`config.mk`:
```
export PLATFORM = sky130hd
export DESIGN_NAME = sarcs_top
export DESIGN_NICKNAME = d
export VERILOG_FILES = /design/src/logic/sarcs_pkg.sv /design/src/logic/sarcs_top.sv
export SDC_FILE = /design/constraint.sdc
export NUM_CORES = 1
export LEC_CHECK = 0
export BUFFER_PORTS_ARGS = -buffer_cell sky130_fd_sc_hd__buf_2
export CORE_ASPECT_RATIO = 1.5
export CORE_MARGIN = 10
export CORE_UTILIZATION = 50
export CTS_CLUSTER_SIZE = 40
export DETAILED_ROUTE_END_ITERATION = 10
export PLACE_DENSITY = 0.76
export SETUP_SLACK_MARGIN = 0.05
export SYNTH_ARGS = -nofsm -noshare
export SYNTH_HDL_FRONTEND = slang
export SYNTH_SLANG_ARGS = --single-unit
export TNS_END_PERCENT = 1
```
`constraint.sdc`:
```
create_clock -name ref_clk_in -period 3.05 [get_ports ref_clk_in]
set_clock_uncertainty 0.15 [all_clocks]
set_input_delay 0.61 -clock ref_clk_in [delete_from_list [all_inputs] [get_ports ref_clk_in]]
set_output_delay 0.61 -clock ref_clk_in [all_outputs]
set_load 0.02 [all_outputs]
```
`src/logic/sarcs_pkg.sv`:
```
/*
 * Constants shared by the successive-approximation converter sequencer:
 * register offsets, field positions, reset values, codes and timing counts.
 * Assumes a single 100 MHz system clock from which the converter clock is
 * derived as a one-cycle enable.
 */
package sarcs_pkg;
    // System clock rate and converter clock rate, in hertz.
    localparam int unsigned SARCS_REF_HZ = 100_000_000;
    localparam int unsigned SARCS_ADC_HZ = 12_500_000;
    // System clock cycles per converter clock cycle.
    localparam int unsigned SARCS_DIV = SARCS_REF_HZ / SARCS_ADC_HZ;
    // Power-up calibration length in converter clock cycles.
    localparam int unsigned SARCS_CAL_CYCLES = 3840;
    // Converter cycles spent sampling the input.
    localparam int unsigned SARCS_SAMPLE_CYCLES = 2;
    // Widths of the result, channel and calibration array.
    localparam int unsigned SARCS_RES_W = 12;
    localparam int unsigned SARCS_CH_W = 5;
    localparam int unsigned SARCS_CAL_W = 8;
    // Resolution mode codes.
    localparam logic [1:0] SARCS_MODE_8 = 2'h0;
    localparam logic [1:0] SARCS_MODE_10 = 2'h1;
    localparam logic [1:0] SARCS_MODE_12 = 2'h2;
    // Register byte offsets.
    localparam logic [7:0] SARCS_REG_CTRL = 8'h00;
    localparam logic [7:0] SARCS_REG_STATUS = 8'h04;
    localparam logic [7:0] SARCS_REG_RESULT = 8'h08;
    localparam logic [7:0] SARCS_REG_KELVIN = 8'h0C;
    localparam logic [7:0] SARCS_REG_TEMPMASK = 8'h10;
    localparam logic [7:0] SARCS_REG_IRQ_STAT = 8'h14;
    localparam logic [7:0] SARCS_REG_IRQ_MASK = 8'h18;
    localparam logic [7:0] SARCS_REG_CALCODE = 8'h1C;
    // Status register bit positions.
    localparam int unsigned SARCS_ST_CAL = 0;
    localparam int unsigned SARCS_ST_BUSY = 1;
    localparam int unsigned SARCS_ST_SAMPLE = 2;
    localparam int unsigned SARCS_ST_VALID = 3;
    // Interrupt bit positions.
    localparam int unsigned SARCS_IRQ_CAL_DONE = 0;
    localparam int unsigned SARCS_IRQ_CONV_DONE = 1;
    localparam int unsigned SARCS_IRQ_REFUSED = 2;
    localparam int unsigned SARCS_IRQ_W = 3;
    // Reset values.
    localparam logic [1:0] SARCS_MODE_RST = 2'h2;
    localparam logic [31:0] SARCS_TEMPMASK_RST = 32'h0000_0000;
    localparam logic [7:0] SARCS_CALCODE_RST = 8'h80;
    // Sequencer states.
    typedef enum logic [2:0] {
        SARCS_S_CAL, SARCS_S_IDLE, SARCS_S_SAMPLE, SARCS_S_CONV, SARCS_S_POST
    } sarcs_state_t;
endpackage

```
`src/logic/sarcs_top.sv`:
```
/*
 * Digital sequencer of a successive-approximation converter: power-up
 * calibration, start/sample/busy/result-valid handshake, SAR bit search,
 * post-calibration, result latching, kelvin coding and a register port.
 * Assumes the analog comparator output arrives asynchronously on comp_in,
 * and that start and channel select come from fabric logic on ref_clk_in.
 */
// Function
// - Selectable 8, 10 and 12 bit modes.
// - Result MSB-justified on twelve-bit bus.
// - Five-bit channel select picks one of 32.
// - Calibrate 3840 converter cycles after reset.
// - Eight-bit calibration array holds offset correction.
// - Post-calibrate offset or one bit after conversion.
// - Start raises sample and busy; sample drops.
// - Completion drops busy, raises result valid.
// - Result valid falls at next start.
// - Result held until next result valid.
// - Temperature channels, ten-bit: one kelvin per count.
// - Eight-bit four kelvin; twelve-bit quarter kelvin per count.
`timescale 1ns/1ns
module sarcs_top import sarcs_pkg::*; #(
    // Power-up calibration length in converter cycles; may be shortened.
    parameter int unsigned CAL_CYCLES = SARCS_CAL_CYCLES
) (
    // Clock and resets.
    input wire logic ref_clk_in,
    input wire logic reset_in,
    input wire logic converter_reset_in,
    // Conversion request from fabric logic.
    input wire logic conversion_start_pulse_in,
    input wire logic [SARCS_CH_W-1:0] channel_select_in,
    // Handshake and result towards fabric logic.
    output logic sample_out,
    output logic busy_out,
    output logic result_valid_out,
    output logic calibrate_out,
    output logic [SARCS_RES_W-1:0] result_out,
    // Analog front end controls and comparator.
    output logic [SARCS_CH_W-1:0] mux_select_out,
    output logic [SARCS_RES_W-1:0] dac_code_out,
    output logic [SARCS_CAL_W-1:0] cal_code_out,
    output logic [3:0] postcal_target_out,
    input wire logic comp_in,
    // Register port.
    input wire logic [7:0] reg_addr_in,
    input wire logic [31:0] reg_wdata_in,
    input wire logic reg_write_in,
    input wire logic reg_read_in,
    output logic [31:0] reg_rdata_out,
    // Interrupt.
    output logic irq_out
);
    // Width of the calibration counter.
    localparam int unsigned CAL_CNT_W = 12;
    // Calibration counter end value, cast to the counter width.
    localparam logic [CAL_CNT_W-1:0] CAL_LAST = CAL_CNT_W'(CAL_CYCLES - 1);
    localparam logic [3:0] DIV_LAST = 4'(SARCS_DIV - 1);
    localparam logic [1:0] SAMPLE_LAST = 2'(SARCS_SAMPLE_CYCLES - 1);

    // Lowest bit position searched for a given mode.
    function automatic logic [3:0] lsb_of(input logic [1:0] mode);
        unique case (mode)
            SARCS_MODE_8: lsb_of = 4'h4;
            SARCS_MODE_10: lsb_of = 4'h2;
            default: lsb_of = 4'h0;
        endcase
    endfunction

    // Converter clock divider and its enable.
    logic [3:0] div_r;
    logic cclk_en;
    // Comparator synchroniser and filtered level.
    logic comp_s1_r, comp_s2_r, comp_s3_r, comp_r;
    // Sequencer state and counters.
    sarcs_state_t state_r;
    logic [CAL_CNT_W-1:0] cal_cnt_r;
    logic [1:0] samp_cnt_r;
    logic [3:0] bit_r;
    logic [3:0] lsb_r;
    logic [1:0] conv_mode_r;
    logic start_pend_r;
    // Search registers and outputs.
    logic [SARCS_RES_W-1:0] sar_r;
    logic [SARCS_RES_W-1:0] result_r;
    logic [SARCS_CH_W-1:0] chan_r;
    logic [SARCS_CAL_W-1:0] cal_code_r;
    logic [3:0] post_sel_r;
    logic valid_r, busy_r, sample_r;
    logic result_is_temp_r;
    // Registers seen by software.
    logic [1:0] mode_r;
    logic [31:0] temp_mask_r;
    logic [SARCS_IRQ_W-1:0] irq_stat_r, irq_mask_r;
    logic [31:0] rdata_r;

    // The converter clock enable ends each divider period.
    assign cclk_en = (div_r == DIV_LAST);

    // Divider producing the converter clock enable.
    always_ff @(posedge ref_clk_in) begin
        if (reset_in || converter_reset_in || div_r == DIV_LAST) begin
            div_r <= 4'h0;
        end else begin
            div_r <= div_r + 4'h1;
        end
    end

    // Comparator crossing: the level changes once stages two and three agree.
    always_ff @(posedge ref_clk_in) begin
        comp_s1_r <= comp_in;
        comp_s2_r <= comp_s1_r;
        comp_s3_r <= comp_s2_r;
        if (reset_in) begin
            comp_r <= 1'b0;
        end else if (comp_s2_r == comp_s3_r) begin
            comp_r <= comp_s3_r;
        end
    end

    // Start acceptance and refusal, decided on the system clock.
    wire start_ok = conversion_start_pulse_in && state_r == SARCS_S_IDLE
        && !start_pend_r;
    wire start_refused = conversion_start_pulse_in && !start_ok;
    // Trial bit as a one-hot mask and the searched code with it cleared when the comparator is high.
    wire [SARCS_RES_W-1:0] bit_mask = SARCS_RES_W'(1) << bit_r;
    wire [SARCS_RES_W-1:0] sar_kept = comp_r ? (sar_r & ~bit_mask) : sar_r;
    // Conversion is finishing when the post-calibration tick fires.
    wire conv_done = cclk_en && state_r == SARCS_S_POST;
    wire cal_done = cclk_en && state_r == SARCS_S_CAL
        && cal_cnt_r == CAL_LAST;
    // Post-calibration offset step: comparator high means lower the trim.
    wire post_is_offset = (post_sel_r == 4'h0);
    wire cal_at_min = (cal_code_r == {SARCS_CAL_W{1'b0}});
    wire cal_at_max = (cal_code_r == {SARCS_CAL_W{1'b1}});

    // Pending start, held until the next converter clock tick.
    always_ff @(posedge ref_clk_in) begin
        if (reset_in || converter_reset_in) begin
            start_pend_r <= 1'b0;
        end else if (start_ok) begin
            start_pend_r <= 1'b1;
        end else if (cclk_en) begin
            start_pend_r <= 1'b0;
        end
    end

    // Handshake flags: start raises sample and busy, drops valid.
    always_ff @(posedge ref_clk_in) begin
        if (reset_in || converter_reset_in) begin
            busy_r <= 1'b0;
            sample_r <= 1'b0;
            valid_r <= 1'b0;
        end else if (start_ok) begin
            busy_r <= 1'b1;
            sample_r <= 1'b1;
            valid_r <= 1'b0;
        end else begin
            if (cclk_en && state_r == SARCS_S_SAMPLE && samp_cnt_r == SAMPLE_LAST) begin
                sample_r <= 1'b0;
            end
            if (conv_done) begin
                busy_r <= 1'b0;
                valid_r <= 1'b1;
            end
        end
    end

    // Sequencer: calibration, sampling, bit search and post-calibration.
    always_ff @(posedge ref_clk_in) begin
        if (reset_in || converter_reset_in) begin
            state_r <= SARCS_S_CAL;
            cal_cnt_r <= '0;
            samp_cnt_r <= 2'h0;
            bit_r <= 4'hB;
            lsb_r <= 4'h0;
            conv_mode_r <= SARCS_MODE_RST;
            sar_r <= '0;
            chan_r <= '0;
        end else begin
            if (start_ok) begin
                // Channel and mode are captured with the request.
                chan_r <= channel_select_in;
                conv_mode_r <= mode_r;
                lsb_r <= lsb_of(mode_r);
            end
            if (cclk_en) begin
                unique case (state_r)
                    // Fixed-length power-up calibration.
                    SARCS_S_CAL: begin
                        cal_cnt_r <= cal_cnt_r + 1'b1;
                        if (cal_cnt_r == CAL_LAST) begin
                            state_r <= SARCS_S_IDLE;
                        end
                    end
                    // Waiting for a request.
                    SARCS_S_IDLE: begin
                        if (start_pend_r) begin
                            state_r <= SARCS_S_SAMPLE;
                            samp_cnt_r <= 2'h0;
                        end
                    end
                    // Input tracked, then held.
                    SARCS_S_SAMPLE: begin
                        samp_cnt_r <= samp_cnt_r + 2'h1;
                        if (samp_cnt_r == SAMPLE_LAST) begin
                            state_r <= SARCS_S_CONV;
                            bit_r <= 4'hB;
                            sar_r <= SARCS_RES_W'(1) << 11;
                        end
                    end
                    // One bit decided per converter cycle, MSB first.
                    SARCS_S_CONV: begin
                        if (bit_r == lsb_r) begin
                            sar_r <= sar_kept;
                            state_r <= SARCS_S_POST;
                        end else begin
                            sar_r <= sar_kept | (bit_mask >> 1);
                            bit_r <= bit_r - 4'h1;
                        end
                    end
                    // One post-calibration step closes the conversion.
                    SARCS_S_POST: begin
                        state_r <= SARCS_S_IDLE;
                    end
                endcase
            end
        end
    end

    // Calibration array: power-up search, then drift tracking.
    always_ff @(posedge ref_clk_in) begin
        if (reset_in || converter_reset_in) begin
            cal_code_r <= SARCS_CALCODE_RST;
            post_sel_r <= 4'h0;
        end else if (cclk_en && state_r == SARCS_S_CAL && cal_cnt_r < 12'd8) begin
            // First eight calibration cycles trim one trim bit each.
            if (comp_r) begin
                cal_code_r[3'(7 - cal_cnt_r[2:0])] <= 1'b0;
            end
            if (cal_cnt_r[2:0] != 3'h7) begin
                cal_code_r[3'(6 - cal_cnt_r[2:0])] <= 1'b1;
            end
        end else if (conv_done) begin
            // Targets rotate: offset, then each main-array bit in turn.
            post_sel_r <= (post_sel_r == 4'hC) ? 4'h0 : post_sel_r + 4'h1;
            if (post_is_offset && comp_r && !cal_at_min) begin
                cal_code_r <= cal_code_r - 1'b1;
            end else if (post_is_offset && !comp_r && !cal_at_max) begin
                cal_code_r <= cal_code_r + 1'b1;
            end
        end
    end

    // Result latch: changes only as result valid rises.
    always_ff @(posedge ref_clk_in) begin
        if (reset_in || converter_reset_in) begin
            result_r <= '0;
            result_is_temp_r <= 1'b0;
        end else if (conv_done) begin
            result_r <= sar_r;
            result_is_temp_r <= temp_mask_r[chan_r];
        end
    end

    // Kelvin coding for temperature channels; zero for other channels.
    logic [11:0] kelvin;
    always_comb begin
        kelvin = 12'h000;
        if (result_is_temp_r) begin
            unique case (conv_mode_r)
                SARCS_MODE_8: kelvin = {2'h0, result_r[11:4], 2'h0};
                SARCS_MODE_10: kelvin = {2'h0, result_r[11:2]};
                default: kelvin = {2'h0, result_r[11:2]};
            endcase
        end
    end

    // Register decode.
    wire wr_ctrl = reg_write_in && reg_addr_in == SARCS_REG_CTRL;
    wire wr_tmask = reg_write_in && reg_addr_in == SARCS_REG_TEMPMASK;
    wire wr_istat = reg_write_in && reg_addr_in == SARCS_REG_IRQ_STAT;
    wire wr_imask = reg_write_in && reg_addr_in == SARCS_REG_IRQ_MASK;
    wire [SARCS_IRQ_W-1:0] irq_events;
    assign irq_events[SARCS_IRQ_CAL_DONE] = cal_done;
    assign irq_events[SARCS_IRQ_CONV_DONE] = conv_done;
    assign irq_events[SARCS_IRQ_REFUSED] = start_refused;
    wire [SARCS_IRQ_W-1:0] irq_clear = wr_istat ? reg_wdata_in[SARCS_IRQ_W-1:0] : '0;
    // Status word for reads.
    wire [31:0] status_word = {28'h0, valid_r, sample_r, busy_r,
        state_r == SARCS_S_CAL};

    // Software registers; a new event wins over its clear.
    always_ff @(posedge ref_clk_in) begin
        if (reset_in) begin
            mode_r <= SARCS_MODE_RST;
            temp_mask_r <= SARCS_TEMPMASK_RST;
            irq_stat_r <= '0;
            irq_mask_r <= '0;
        end else begin
            if (wr_ctrl) begin
                // Mode code 3 is folded to twelve-bit.
                mode_r <= (reg_wdata_in[1:0] == 2'h3) ? SARCS_MODE_12 : reg_wdata_in[1:0];
            end
            if (wr_tmask) begin
                temp_mask_r <= reg_wdata_in;
            end
            if (wr_imask) begin
                irq_mask_r <= reg_wdata_in[SARCS_IRQ_W-1:0];
            end
            irq_stat_r <= (irq_stat_r & ~irq_clear) | irq_events;
        end
    end

    // Read data, present only in the cycle after the read strobe.
    logic [31:0] rd_mux;
    always_comb begin
        rd_mux = 32'h0000_0000;
        unique case (reg_addr_in)
            SARCS_REG_CTRL: rd_mux = {30'h0, mode_r};
            SARCS_REG_STATUS: rd_mux = status_word;
            SARCS_REG_RESULT: rd_mux = {20'h0, result_r};
            SARCS_REG_KELVIN: rd_mux = {20'h0, kelvin};
            SARCS_REG_TEMPMASK: rd_mux = temp_mask_r;
            SARCS_REG_IRQ_STAT: rd_mux = {29'h0, irq_stat_r};
            SARCS_REG_IRQ_MASK: rd_mux = {29'h0, irq_mask_r};
            SARCS_REG_CALCODE: rd_mux = {24'h0, cal_code_r};
            default: rd_mux = 32'h0000_0000;
        endcase
    end

    // Read data register.
    always_ff @(posedge ref_clk_in) begin
        if (reset_in || !reg_read_in) begin
            rdata_r <= 32'h0000_0000;
        end else begin
            rdata_r <= rd_mux;
        end
    end

    // Outputs.
    assign sample_out = sample_r;
    assign busy_out = busy_r;
    assign result_valid_out = valid_r;
    assign calibrate_out = (state_r == SARCS_S_CAL);
    assign result_out = result_r;
    assign mux_select_out = chan_r;
    assign dac_code_out = sar_r;
    assign cal_code_out = cal_code_r;
    assign postcal_target_out = post_sel_r;
    assign reg_rdata_out = rdata_r;
    assign irq_out = |(irq_stat_r & irq_mask_r);
endmodule // sarcs_top

```
==> metrics <==
Skew-Pair Late Insertion Delay=420 ps; Mapped Cells=772; total global routing overflow=0; Seq/Total Area, Yosys=0.450; DR vias=6216; crit path launch=cal_code_out[4]; f_max=0.343 GHz; top_reg_cell synth=dfxtp_1; Yosys warnings=0; cell area after synthesis=6720 sq um; clock sinks=151; top cells by count, synth=151 x dfxtp_1, 140 x nand2_1, 85 x a21oi_1; area leader, netlist=dfxtp_1; syn_nets=842; R2R Path Start=cal_code_out[4]; final setup vio count=0; FF/Latch Area=3030 sq um; Tmin final=2910 ps; Max rail drop VDD=0.340 mV; Yosys cell types=65; First DRT Iteration DRCs=458; crit-path max cell delay=570 ps; Total Routing Usage GR=0.210; initial core utilization=0.514; vias in the first global route=6048; Die Height=162 microns; Yosys top cell area share=0.450; Finished Layout Cells=1074; overall power=4.43 mW; CP endpoint kind=flip-flop; average wire per cell in the routed design=18.8 microns; clock slew at reported path FFs=60 ps; Final Max Tran Viols=0; total of max-cap violations=0; First-pass DRT Iterations=5; Hold Crit Class=input port to flip-flop; CP cell instances=or4_1 -> o211ai_1 -> inv_2 -> ha_4 -> nor2b_1 -> o21a_1 -> o21ai_1 -> or3b_2 -> a31oi_1; RePlAce Congestion=0.978; pin count of the biggest net entering global routing=42; placed insts=1041; most instantiated library cell after synthesis=dfxtp_1; power per cell area=533 nW/um^2; syn_area_per_cell=8.71 sq um; slew margin rel.=0.539; HP Start=comp_in; area of the multi-input gates=3510 sq um; crit path DAT=3110 ps; HPWL Detailed=14800 microns; pre-CTS WS=89.8 ps; WS Path Type=flip-flop to flip-flop; CTS max path bufs=2; nets@finish=972; Avg Vias per Cell=5.79; Synth Register Bits=151; worst path required time=3250 ps; Layout area overhead=23.7%; initial antenna violation count=0; core box area=13100 sq um; DR DRC count=0; Ant. Diodes=0; asr flop ratio synth=0; Final Hold Fails=0; Port Buffers=129; slowest CP cell=or4_1; Area contributors post-synth=dfxtp_1 45%, nand2_1 7.8%, a21oi_1 6.3%; Die ar.=18600 sq um; Die X=115 microns; crit start category=flip-flop; Fill cells=1143; ANT nets after route=0; TritonCTS Buffers=17; layout cells sized above 1=0.243; fin crit share=0.955; Setup TNS Final=0 ps; CP Max Fanout=6; first-pass GRT wire length=31600 microns; num rows=51; final WL=20200 microns; status=finished, final reports clean; clk root buf=clkbuf_16; Worst-Margin Slew=688 ps; leakage=3.28 nW; Top-Level Pins=130; CTS tree=yes; Post-synth EDFFs=0; final worst setup slack=138 ps; H-tree Lvls=4; RSZ-0062 raised after global routing=yes
-- area by class of cell --
cell class                 instances  share of cell area
tap                              159              0.0239
sequential                       151               0.364
multi-input combinational        556               0.423
inverter                          20             0.00903
timing repair buffer             156               0.102
clock buffer                      19              0.0521
clock inverter                    13              0.0260
-- per-layer routing --
metal,share of wire,global-route usage
met5,0,0
met4,0.023,0.0800
met1,0.38,0.236
met3,0.080,0.0531
met2,0.52,0.368
-- sequential cells by signal (all words and copies together), names as in the netlist, 2 cells and up --
| register | flops |
|---|---|
| bit_r | 4 |
| result_out | 12 |
| irq_stat_r | 3 |
| div_r | 4 |
| conv_mode_r | 2 |
| cal_cnt_r | 12 |
| reg_rdata_out | 32 |
| state_r | 3 |
| mux_select_out | 5 |
| irq_mask_r | 3 |
| mode_r | 2 |
| temp_mask_r | 32 |
| lsb_r | 2 |
| cal_code_out | 8 |
| samp_cnt_r | 2 |
| postcal_target_out | 4 |
| dac_code_out | 12 |
-- cells by family after synthesis --
| group | after synthesis | synth area share |
|---|---|---|
| mux | 25 | 0.0542 |
| fa+ha+maj | 18 | 0.0346 |
| compound gates | 170 | 0.163 |
| buf+inv | 65 | 0.0396 |
| flops | 151 | 0.450 |
| simple gates | 324 | 0.234 |
| xor+xnor | 19 | 0.0248 |
-- worst max-delay path, delay by kind of cell (launching register included) --
| family | cells | cell delay [ps] |
|---|---|---|
| and+or+nand+nor | 3 | 1170 |
| adders and majority gates | 1 | 260 |
| DFF | 1 | 310 |
| buffers and inverters | 1 | 170 |
| AOI/OAI and AO/OA | 4 | 780 |
-- layout by cell type (no fill, tap or decap), types with 6 or more instances in the layout --
cell type,count
and2_1,21
a32oi_1,6
mux4_2,9
buf_2,129
nand3_1,21
buf_4,27
xor2_1,14
dfxtp_1,148
and3_1,8
ha_1,12
o21ai_0,12
nand2b_1,10
nand2_1,140
nor3_1,14
a21oi_1,83
inv_1,19
o211ai_1,6
nor2_1,52
a22o_1,7
nand4_1,12
mux2i_1,15
a222oi_1,9
o311ai_0,6
clkbuf_16,17
-- where the power goes --
group | internal (mW) | switching [mW]
combinational | 0.0545 | 0.0766
sequential | 1.98 | 0.00354
clock | 1.47 | 0.855
-- worst paths after layout --
path / end / slack, ps / cells after the start
worst max register to register: cal_code_out[4] / 140 / 9
worst min register to register: comp_s2_r / 190 / 0
worst max-delay path: cal_code_out[4] / 140 / 9
worst min-delay path: comp_s1_r / 140 / 1
-- per-stage QoR --
step,utilization,hold WS (ps),instance area (sq um)
after floorplan,-,160,6730
after global placement,0.579,168,7580
after detailed placement,0.579,165,7580
after CTS,0.629,125,8230
after global routing,0.635,127,8310
final,0.635,136,8310
-- what timing repair did --
item,4_1_cts,5_1_grt
setup endpoints to repair,0,5
gates resized for setup,0,13
hold buffers,0,0
buffers inserted,0,1
Note: power is estimated with default switching activity, not from simulation.
